`src/rtl/srs_params.svh`:
```
/*
 service-request status block: offsets-free constants (status codes, depths).
 assumes inclusion by the package and the design modules only.
*/
`ifndef SRS_PARAMS_SVH
`define SRS_PARAMS_SVH
`define SRS_CODE_IDLE 8'h00
`define SRS_CODE_IDLE_ALT 8'h10
`define SRS_CODE_POWERUP 8'h51
`define SRS_CODE_RECOVER 8'h52
`define SRS_CODE_BUTTON 8'h53
`define SRS_CODE_SWEEP 8'h54
`define SRS_CODE_AVG_ABORT 8'h55
`define SRS_CODE_ERR_OTHER 8'h70
`define SRS_CODE_ERR_COMM 8'h71
`define SRS_CODE_ERR_PROG 8'h72
`define SRS_CODE_ERR_INT 8'h73
`define SRS_RQS_BIT 6
`define SRS_QUEUE_DEPTH 8
`define SRS_NUM_EVENTS 9
`endif

```
`src/rtl/srs_pkg.sv`:
```
/*
 types shared by the service-request status block.
 assumes srs_params.svh on the include path.
*/
`default_nettype none
`include "srs_params.svh"
package srs_pkg;
    // one pulse per reportable condition, in fixed priority order
    typedef struct packed {
        logic recover;
        logic button;
        logic sweep;
        logic avg_abort;
        logic err_comm;
        logic err_prog;
        logic err_int;
        logic err_other;
        logic spare;
    } srs_events_t;
    // serial poll and interface clear strobes from the bus-side state logic
    typedef struct packed {
        logic poll;
        logic interface_clear_command;
    } srs_ctrl_t;
    typedef enum logic [2:0] {
        SRS_ST_IDLE = 3'b001,
        SRS_ST_PEND = 3'b010,
        SRS_ST_POLLED = 3'b100
    } srs_state_t;
endpackage
`default_nettype wire

```
`src/rtl/srs_queue.sv`:
```
/*
 small fifo holding status codes awaiting report.
 assumes a single clock and synchronous active-high reset.
*/
`timescale 1ns/1ps
`default_nettype none
`include "srs_params.svh"
module srs_queue #(
    parameter int DEPTH = `SRS_QUEUE_DEPTH
) (
    // clock and reset
    input wire logic core_clk,
    input wire logic reset,
    // flush on device clear
    input wire logic flush,
    // write side
    input wire logic wr_valid,
    input wire logic [7:0] wr_data,
    output logic wr_ready,
    // read side
    input wire logic rd_take,
    output logic rd_valid,
    output logic [7:0] rd_data
);
    localparam int AW = $clog2(DEPTH);
    logic [7:0] mem_q [DEPTH];
    logic [AW-1:0] wp_q;
    logic [AW-1:0] rp_q;
    logic [AW:0] cnt_q;
    logic do_wr;
    logic do_rd;

    assign wr_ready = (cnt_q != (AW+1)'(DEPTH));
    assign rd_valid = (cnt_q != '0);
    assign rd_data = mem_q[rp_q];
    assign do_wr = wr_valid && wr_ready;
    assign do_rd = rd_take && rd_valid;

    // storage; no reset needed on data
    always_ff @(posedge core_clk) begin
        if (do_wr) begin
            mem_q[wp_q] <= wr_data;
        end
    end

    // pointers and fill count
    always_ff @(posedge core_clk) begin
        if (reset || flush) begin
            wp_q <= '0;
            rp_q <= '0;
            cnt_q <= '0;
        end else begin
            if (do_wr) begin
                wp_q <= (wp_q == AW'(DEPTH - 1)) ? '0 : wp_q + 1'b1;
            end
            if (do_rd) begin
                rp_q <= (rp_q == AW'(DEPTH - 1)) ? '0 : rp_q + 1'b1;
            end
            cnt_q <= cnt_q + (AW+1)'(do_wr) - (AW+1)'(do_rd);
        end
    end
endmodule
`default_nettype wire

```
`src/rtl/srs_service_request.sv`:
```
/*
 service-request and serial-poll status word logic of a bus talker/listener.
 assumes poll and device-clear strobes are one-cycle pulses on core_clk from
 the bus protocol logic; event pulses come from instrument logic on core_clk.
*/
// Overview of operation
// - power-on raises a service request on its own, no command needed
// - a serial poll drops the pending request and reports its cause
// - unserviced request is dropped by the interface clear command
// - status word is returned on every poll that no clear overrides, request pending or not
// - idle poll returns zero or sixteen, both meaning idle
// - each reportable condition raises its own service request
// - power-up request reports 81
// - self-recovery after a hang reports 82
// - program-call button reports 83
// - single-sweep completion reports 84
// - fitted averaging accessory abort reports 85
// - each of four error classes is signalled with its own code
// - communication error reports 113
// - programming error reports 114
// - internal hardware error reports 115
// - any other error reports 112
// - full service request, no parallel poll; serial poll is the only path
`timescale 1ns/1ps
`default_nettype none
`include "srs_params.svh"
module srs_service_request #(
    parameter int DEPTH = `SRS_QUEUE_DEPTH
) (
    // clock and reset
    input wire logic core_clk,
    input wire logic reset,
    // instrument events, one-cycle pulses
    input wire srs_pkg::srs_events_t events,
    input wire logic averaging_accessory,
    input wire logic idle_alt_sel,
    // bus control strobes
    input wire srs_pkg::srs_ctrl_t ctrl,
    // bus side
    output logic srq,
    output logic [7:0] poll_byte,
    output logic poll_valid,
    output logic overflow
);
    import srs_pkg::*;

    localparam int NE = `SRS_NUM_EVENTS;

    logic [NE-1:0] pend_q;
    logic [NE-1:0] pend_d;
    logic [NE-1:0] grant;
    logic [7:0] codes [NE];
    logic [7:0] enq_code;
    logic enq_valid;
    logic enq_ready;
    logic q_valid;
    logic [7:0] q_data;
    logic q_take;
    logic pwr_done_q;
    logic srq_q;
    logic [7:0] poll_byte_q;
    logic poll_valid_q;
    logic overflow_q;
    logic [7:0] cur_code_q;
    logic [7:0] idle_word;
    srs_state_t state_q;

    // code table in event-vector bit order, index 0 is power-up
    assign codes[0] = `SRS_CODE_POWERUP;
    assign codes[1] = `SRS_CODE_ERR_OTHER;
    assign codes[2] = `SRS_CODE_ERR_INT;
    assign codes[3] = `SRS_CODE_ERR_PROG;
    assign codes[4] = `SRS_CODE_ERR_COMM;
    assign codes[5] = `SRS_CODE_AVG_ABORT;
    assign codes[6] = `SRS_CODE_SWEEP;
    assign codes[7] = `SRS_CODE_BUTTON;
    assign codes[8] = `SRS_CODE_RECOVER;

    assign idle_word = idle_alt_sel ? `SRS_CODE_IDLE_ALT : `SRS_CODE_IDLE;

    // raw request vector: bit 0 is the power-up request, the spare bit is unused
    always_comb begin
        pend_d = pend_q;
        if (!pwr_done_q) begin
            pend_d[0] = 1'b1;
        end
        pend_d[1] = pend_d[1] | events.err_other;
        pend_d[2] = pend_d[2] | events.err_int;
        pend_d[3] = pend_d[3] | events.err_prog;
        pend_d[4] = pend_d[4] | events.err_comm;
        // abort only counts with the accessory fitted
        pend_d[5] = pend_d[5] | (events.avg_abort & averaging_accessory);
        pend_d[6] = pend_d[6] | events.sweep;
        pend_d[7] = pend_d[7] | events.button;
        pend_d[8] = pend_d[8] | events.recover;
    end

    // lowest set bit moves into the queue, one per cycle
    always_comb begin
        grant = '0;
        enq_code = codes[0];
        for (int i = NE - 1; i >= 0; i--) begin
            if (pend_d[i]) begin
                grant = '0;
                grant[i] = 1'b1;
                enq_code = codes[i];
            end
        end
    end

    assign enq_valid = |pend_d;

    // staging flags; new arrivals are held until the queue has room
    always_ff @(posedge core_clk) begin
        if (reset) begin
            pend_q <= '0;
        end else if (ctrl.interface_clear_command) begin
            pend_q <= '0;
        end else if (enq_ready) begin
            pend_q <= pend_d & ~grant;
        end else begin
            pend_q <= pend_d;
        end
    end

    // power-up request is made exactly once per reset
    always_ff @(posedge core_clk) begin
        if (reset) begin
            pwr_done_q <= 1'b0;
        end else begin
            pwr_done_q <= 1'b1;
        end
    end

    // queue keeps arrival order across polls
    srs_queue #(
        .DEPTH(DEPTH)
    ) u_queue (
        .core_clk(core_clk),
        .reset(reset),
        .flush(ctrl.interface_clear_command),
        .wr_valid(enq_valid && !ctrl.interface_clear_command),
        .wr_data(enq_code),
        .wr_ready(enq_ready),
        .rd_take(q_take),
        .rd_valid(q_valid),
        .rd_data(q_data)
    );

    // the head entry is the request on show; a poll retires it
    assign q_take = (state_q == SRS_ST_PEND) && ctrl.poll && !ctrl.interface_clear_command;

    // request state machine
    always_ff @(posedge core_clk) begin
        if (reset) begin
            state_q <= SRS_ST_IDLE;
            cur_code_q <= `SRS_CODE_IDLE;
        end else if (ctrl.interface_clear_command) begin
            state_q <= SRS_ST_IDLE;
            cur_code_q <= `SRS_CODE_IDLE;
        end else begin
            case (state_q)
                SRS_ST_IDLE: begin
                    if (q_valid) begin
                        state_q <= SRS_ST_PEND;
                        cur_code_q <= q_data;
                    end
                end
                SRS_ST_PEND: begin
                    if (ctrl.poll) begin
                        state_q <= SRS_ST_POLLED;
                    end
                end
                SRS_ST_POLLED: begin
                    // one idle cycle so each request shows as a fresh edge
                    state_q <= SRS_ST_IDLE;
                end
                default: begin
                    state_q <= SRS_ST_IDLE;
                end
            endcase
        end
    end

    // request line follows the pending state
    always_ff @(posedge core_clk) begin
        if (reset) begin
            srq_q <= 1'b0;
        end else if (ctrl.interface_clear_command) begin
            srq_q <= 1'b0;
        end else if (state_q == SRS_ST_PEND && ctrl.poll) begin
            srq_q <= 1'b0;
        end else if (state_q == SRS_ST_IDLE && q_valid) begin
            srq_q <= 1'b1;
        end
    end

    // serial-poll answer, the only way a controller learns the cause
    always_ff @(posedge core_clk) begin
        if (reset) begin
            poll_byte_q <= `SRS_CODE_IDLE;
            poll_valid_q <= 1'b0;
        end else begin
            poll_valid_q <= ctrl.poll && !ctrl.interface_clear_command;
            // a poll refused by a clear leaves the last word standing
            if (ctrl.poll && !ctrl.interface_clear_command) begin
                if (state_q == SRS_ST_PEND) begin
                    poll_byte_q <= cur_code_q;
                    poll_byte_q[`SRS_RQS_BIT] <= 1'b1;
                end else begin
                    poll_byte_q <= idle_word;
                end
            end
        end
    end

    // sticky flag: a request was held back by a full queue
    always_ff @(posedge core_clk) begin
        if (reset || ctrl.interface_clear_command) begin
            overflow_q <= 1'b0;
        end else if (enq_valid && !enq_ready) begin
            overflow_q <= 1'b1;
        end
    end

    assign srq = srq_q;
    assign poll_byte = poll_byte_q;
    assign poll_valid = poll_valid_q;
    assign overflow = overflow_q;
endmodule
`default_nettype wire
```
`config.mk`:
```
export PLATFORM = sky130hd
export DESIGN_NAME = srs_service_request
export DESIGN_NICKNAME = d
export VERILOG_FILES = /design/src/rtl/srs_pkg.sv /design/src/rtl/srs_queue.sv /design/src/rtl/srs_service_request.sv
export VERILOG_INCLUDE_DIRS = /design/src /design/src/rtl
export SDC_FILE = /design/constraint.sdc
export NUM_CORES = 1
export LEC_CHECK = 0
export BUFFER_PORTS_ARGS = -buffer_cell sky130_fd_sc_hd__buf_4
export CAP_MARGIN = 40
export CORE_AREA = 3 3 111 113
export CTS_CLUSTER_SIZE = 28
export DETAILED_ROUTE_END_ITERATION = 16
export DIE_AREA = 0 0 114 116
export PLACE_DENSITY = 0.49
export SLEW_MARGIN = 0
export SYNTH_ARGS = -nofsm -noshare
export SYNTH_HDL_FRONTEND = slang
export SYNTH_SLANG_ARGS = --single-unit
```
`constraint.sdc`:
```
create_clock -name core_clk -period 2.1 [get_ports core_clk]
set_input_delay 0.42 -clock core_clk [delete_from_list [all_inputs] [get_ports core_clk]]
set_output_delay 0.42 -clock core_clk [all_outputs]
set_load 0.03 [all_outputs]
```
## Word level (Yosys, flattened, before mapping)

Memory sizes are Yosys's and may differ from the RTL's. A register that Yosys moved wholly into a read port is not among the register bits.
Index checks and enable logic that the tools add are counted.
Widths: inputs -> output; s select.

| word-level totals | value |
|---|---|
| bits in writable memories | 64 |
| input port bits | 15 |
| output and inout bits | 11 |
| flip-flop bits (word level) | 34 |
| word-level logic and storage cells | 80 |
| memories kept | 1 |

Memory list:

| memory | depth | width | read ports | clocked after memory_dff | write ports | RTL line | source |
|---|---|---|---|---|---|---|---|
| u_queue.mem_q | 8 | 8 | 1 | 1 | 1 | srs_queue.sv:26 | `logic [7:0] mem_q [DEPTH];` |

| operators by class | value |
|---|---|
| add/sub/neg operators | 4 |
| reduce and logical (&&, ||, !) cells | 17 |
| eq/ne operators | 7 |
| bitwise gates (word level) | 11 |
| mux-type cells | 30 |

Operators by type and width:

| kind | count |
|---|---|
| $mux 9 | 10 |
| $mux 8 | 9 |
| $mux 3 | 4 |
| $and 9x9->9 | 1 |
| $not 9->9 | 1 |
| $reduce_or 9->1 | 1 |
| $logic_and 1x1->1 | 8 |
| $or 1x1->1 | 8 |
| $add 3x1->3 const B | 2 |
| $eq 3x3->1 const B | 2 |
| $pmux 3 s2 | 1 |
| $mux 5 | 1 |
| $add 4x1->4 | 1 |
| $mux 1 | 4 |
| $ne 2x2->1 const B | 2 |
| $ne 4x4->1 const B | 1 |
| $reduce_and 2->1 | 2 |
| $reduce_bool 4->1 | 1 |
| $sub 4x1->4 | 1 |
| $eq 3x1->1 const B | 1 |
| $eq 3x2->1 const B | 1 |
| $reduce_or 3->1 | 1 |
| $logic_not 1->1 | 2 |
| $mux 2 | 1 |
| 3 further kinds | 3 |

## Longest topological paths before layout

| logic depth | value |
|---|---|
| depth after elaboration | 13 |
| gate-level depth with buffers | 11 |
| mapped depth without buffers | 11 |

## Cells and area by module

A second synthesis with hierarchy kept.

| unflattened totals | value |
|---|---|
| cells, all modules | 299 |
| area, all modules | 4399.2 sq um |

By module, submodules not included:

| module | area each (sq um) | seq. area each (sq um) | cells an instance | instances |
|---|---|---|---|---|
| srs_queue | 3164.3 | 2182.1 | 170 | 1 |
| srs_service_request | 1234.9 | 620.6 | 129 | 1 |

## Least setup slack after synthesis

Ideal clock, no wire load.

| timing | value |
|---|---|
| kind | input port to flip-flop |
| start | input events[3] (netlist bit) |
| end | register u_queue.cnt_q[1] |
| data arrival time | 2.158 ns |
| stages | 9 |
| library setup time | 0.067 ns |
| slack | -0.125 ns |
| cell sequence | nor4_4 -> nand4_2 -> or3_4 -> nand2_4 -> inv_4 -> ha_1 -> inv_1 -> fa_1 -> nor2_1 |

| between the ends | value |
|---|---|
| longest elaborated chain between the ends | 6 |

RTL lines:

| what | RTL line | source |
|---|---|---|
| from (decl) | srs_service_request.sv:34 | `input wire srs_pkg::srs_events_t events,` |
| $or 1x1->1 | srs_service_request.sv:89 | `pend_d[3] = pend_d[3] \| events.err_prog;` |
| $reduce_or 9->1 | srs_service_request.sv:111 | `assign enq_valid = \|pend_d;` |
| $logic_and 1x1->1 | srs_service_request.sv:142 | `.wr_valid(enq_valid && !ctrl.interface_clear_command),` |
| $logic_and 1x1->1 | srs_queue.sv:36 | `assign do_wr = wr_valid && wr_ready;` |
| via u_queue.do_wr | srs_queue.sv:30 | `logic do_wr;` |
| $add 4x1->4 | srs_queue.sv:59 | `cnt_q <= cnt_q + (AW+1)'(do_wr) - (AW+1)'(do_rd);` |
| $sub 4x1->4 | srs_queue.sv:59 |  |
| to (signal assigned) | srs_queue.sv:59 |  |
| to (decl) | srs_queue.sv:29 | `logic [AW:0] cnt_q;` |

The timed path passes the listed nets, and every way through them passes these cells.
A chain may end at the register's enable or synchronous reset.

## Worst setup path after layout

| timing | value |
|---|---|
| start | register u_queue.cnt_q[2] |
| end | register u_queue.cnt_q[1] |

| between the ends | value |
|---|---|
| elaborated cells on any way between the ends | 6 |

RTL lines:

| what | RTL line | source |
|---|---|---|
| $reduce_bool 4->1 | srs_queue.sv:34 | `assign rd_valid = (cnt_q != '0);` |
| $logic_and 1x1->1 | srs_queue.sv:37 | `assign do_rd = rd_take && rd_valid;` |
| via u_queue.do_rd | srs_queue.sv:31 | `logic do_rd;` |
| $sub 4x1->4 | srs_queue.sv:59 |  |

The timed path passes the listed nets, and every way through them passes these cells.

==> impl_metrics.ini <==
[status]
status = finished with violations
violations = negative setup slack

[timing]
slew_viol_final = 0
worst_clock_skew_ps = 4.99
fmax_ghz = 0.475
worst_slew_pin_slew_ps = 542
rsz0062_at_grt = yes
finalCriticalPeriod_ps = 2110
holdWs_ps = 294
hold_viol_final = 0
period_share = 1.00
setup_ws_ps = -5.80
max_slew_margin = 0.638
setup_viol = 1
finalSetupTns_ps = -5.80

[routing]
drtIter0Drc = 65
routed_wire_length_per_instance_um = 13.0
drt-pass1-iter-count = 4
num_vias = 1925
routed_wl_um = 5710
vias_per_cell = 4.38
ant_nets = 0
route.detailed.drc = 0

[critical_path]
cp.required_ps = 2310
cp-start-kind = register
timing.rr.start = u_queue.cnt_q[2]$_SDFF_PP0_
crit_arrival_ps = 2320
cp_max_fo = 2
crit_start = u_queue.cnt_q[2]$_SDFF_PP0_
crit_path_end_kind = register
path_class = register to register

[layout]
final.fill_count = 1202
layout-drive-gt1-share = 0.351
final_cells = 439
syn2layout_area_growth_pct = 33.5
antenna_cells = 0
fin_nets = 317
layout_commonest_cell = buf_4
final_cell_mix = 56 x buf_4, 36 x dfxtp_1, 32 x edfxtp_1

[clocking]
hold_buffers = 0
cts_made_buffers = 9
cts_tree = done
h-tree-depth = 3
clock_path_buffers = 2
clkSinkCount = 69
clk_pin_slew_worst_paths_ps = 60
insertion_delay_ps = 330
root_buffer = clkbuf_16

[job]
cap_violations = 0

[floorplan]
die_h_um = 116
core_um2 = 11400
die-width_um = 114
start_util = 0.249
rows = 39
ioPinCount = 26
die_area_um2 = 13200

[placement]
place_congestion = 0.727
pre_cts_slack_ps = -176
dp_hpwl_um = 4250
place.port_buffers = 22
dp.cells = 420

[synthesis]
avgSynthCellArea_um2 = 12.3
synth_cell_types = 39
synth.cell_area_um2 = 2840
synth_warnings = 0
seq_area_frac_synth = 0.599
postSynthCellCount = 230
ys_seq_elements = 69

[global_route]
groute.usage.overall = 0.0959
grt_max_degree = 23
grt_pass1_wl_um = 9810
antenna_found_initial = 0
grt_pass1_vias = 1938
overflow = 0

[pwr]
peakVddDrop_mv = 0.366
leakage_nw = 1.41
p_per_area_nw_per_um2 = 817
p_total_mw = 3.10

[min_path]
hp-class = input port to register
min_from = ctrl[1]
worst paths after layout:
path	endpoint	slack [ps]	depth (start not counted)
worst max-delay path	u_queue.cnt_q[1]$_SDFF_PP0_	-6	11
worst min-delay path	srq$_SDFFE_PP0P_	290	2
worst max register to register	u_queue.cnt_q[1]$_SDFF_PP0_	-6	11
worst min register to register	poll_byte[0]$_SDFFE_PP0P_	450	2
per-stage QoR:
step | instance area (um2) | utilization
after global routing | 3790 | 0.332
final | 3790 | 0.332
after CTS | 3750 | 0.329
after global placement | 3410 | 0.299
after detailed placement | 3420 | 0.300
after floorplan | 2880 | -
area by class of cell:
cell class                      count  area (um2)  area share
Clock inverter                      5        31.3     0.00825
Timing Repair Buffer               59         440       0.116
Clock buffer                       11         258      0.0680
Sequential cell                    69        1700       0.449
Tap cell                          143         179      0.0472
Multi-Input combinational cell    142        1140       0.300
Inverter                           10        42.5      0.0112
timing repair:
action / in CTS / in global routing
buffers inserted: 2 / 1
hold endpoints to repair: 0 / 0
gates resized for setup: 4 / 7
endpoints found under the setup margin: 10 / 22
pin swaps: 4 / 7
cells in the mapped netlist:
| master | instances | area [um2] |
|---|---|---|
| a311oi_1 | 1 | 8.76 |
| edfxtp_1 | 32 | 961 |
| and2_1 | 1 | 6.26 |
| nand2_4 | 1 | 11.3 |
| a211oi_1 | 6 | 45.0 |
| xor2_1 | 1 | 8.76 |
| nor3b_2 | 1 | 12.5 |
| nor4b_1 | 3 | 26.3 |
| nand2b_1 | 1 | 6.26 |
| mux2i_1 | 11 | 110 |
| nor3b_1 | 4 | 30.0 |
| mux4_2 | 8 | 180 |
| o21ai_0 | 6 | 30.0 |
| and3_1 | 2 | 12.5 |
| fa_1 | 1 | 20.0 |
| buf_2 | 1 | 5.00 |
| o31ai_1 | 2 | 15.0 |
| or3_4 | 1 | 11.3 |
| nor4_4 | 1 | 21.3 |
| conb_1 | 1 | 3.75 |
| nor3_1 | 7 | 35.0 |
| nand2_1 | 13 | 48.8 |
| nand4_2 | 1 | 12.5 |
| buf_4 | 2 | 15.0 |
| a21o_1 | 1 | 7.51 |
| ha_1 | 10 | 125 |
| nor2_1 | 29 | 109 |
| a21oi_1 | 16 | 80.1 |
| dfxtp_1 | 37 | 741 |
| inv_4 | 1 | 6.26 |
| nand3_1 | 5 | 25.0 |
| nor2b_1 | 1 | 6.26 |
| inv_1 | 9 | 33.8 |
| o31a_1 | 1 | 8.76 |
| or2_0 | 1 | 6.26 |
| clkbuf_1 | 7 | 26.3 |
| nand4_1 | 1 | 6.26 |
| nor4_1 | 2 | 12.5 |
| xnor2_1 | 1 | 8.76 |
where the power goes:
part | switching, mW | internal (mW) | total, mW
Combinational | 0.118 | 0.0992 | 0.217
Clock | 0.546 | 0.882 | 1.43
Sequential | 0.0149 | 1.44 | 1.45
cell families (layout without fill, tap and decap cells):
group,Yosys count,count (layout),share of synthesized area
simple gates,75,75,0.141
fa+ha+maj,11,11,0.0511
other cells,1,2,0.00132
buf+inv,20,85,0.0304
compound gates,33,33,0.0688
mux,19,19,0.102
flops,69,69,0.599
xor+xnor,2,2,0.00617
state kept, by name, summed over array words and instances (netlist names):
register and cells:
u_queue.mem_q 32, pend_q 9, poll_byte 6, cur_code_q 5, u_queue.cnt_q 4, state_q 3, u_queue.rp_q 3, u_queue.wp_q 3
overflow 1, poll_valid 1, pwr_done_q 1, srq 1
routing by layer:
layer  part of all wire  GRT usage
met1               0.47      0.121
met3              0.031     0.0188
met4              0.026     0.0546
met5                  0          0
met2               0.47      0.153
critical path, cell delays in order (launching register included):
cell and delay, ps:
dfxtp_2 320, inv_2 40, buf_6 110, ha_4 140, and3_4 150, nor3b_4 250
ha_4 240, inv_4 50, ha_4 120, inv_2 30, fa_2 500, nor2_1 40
Note: power is estimated with default switching activity, not from simulation.
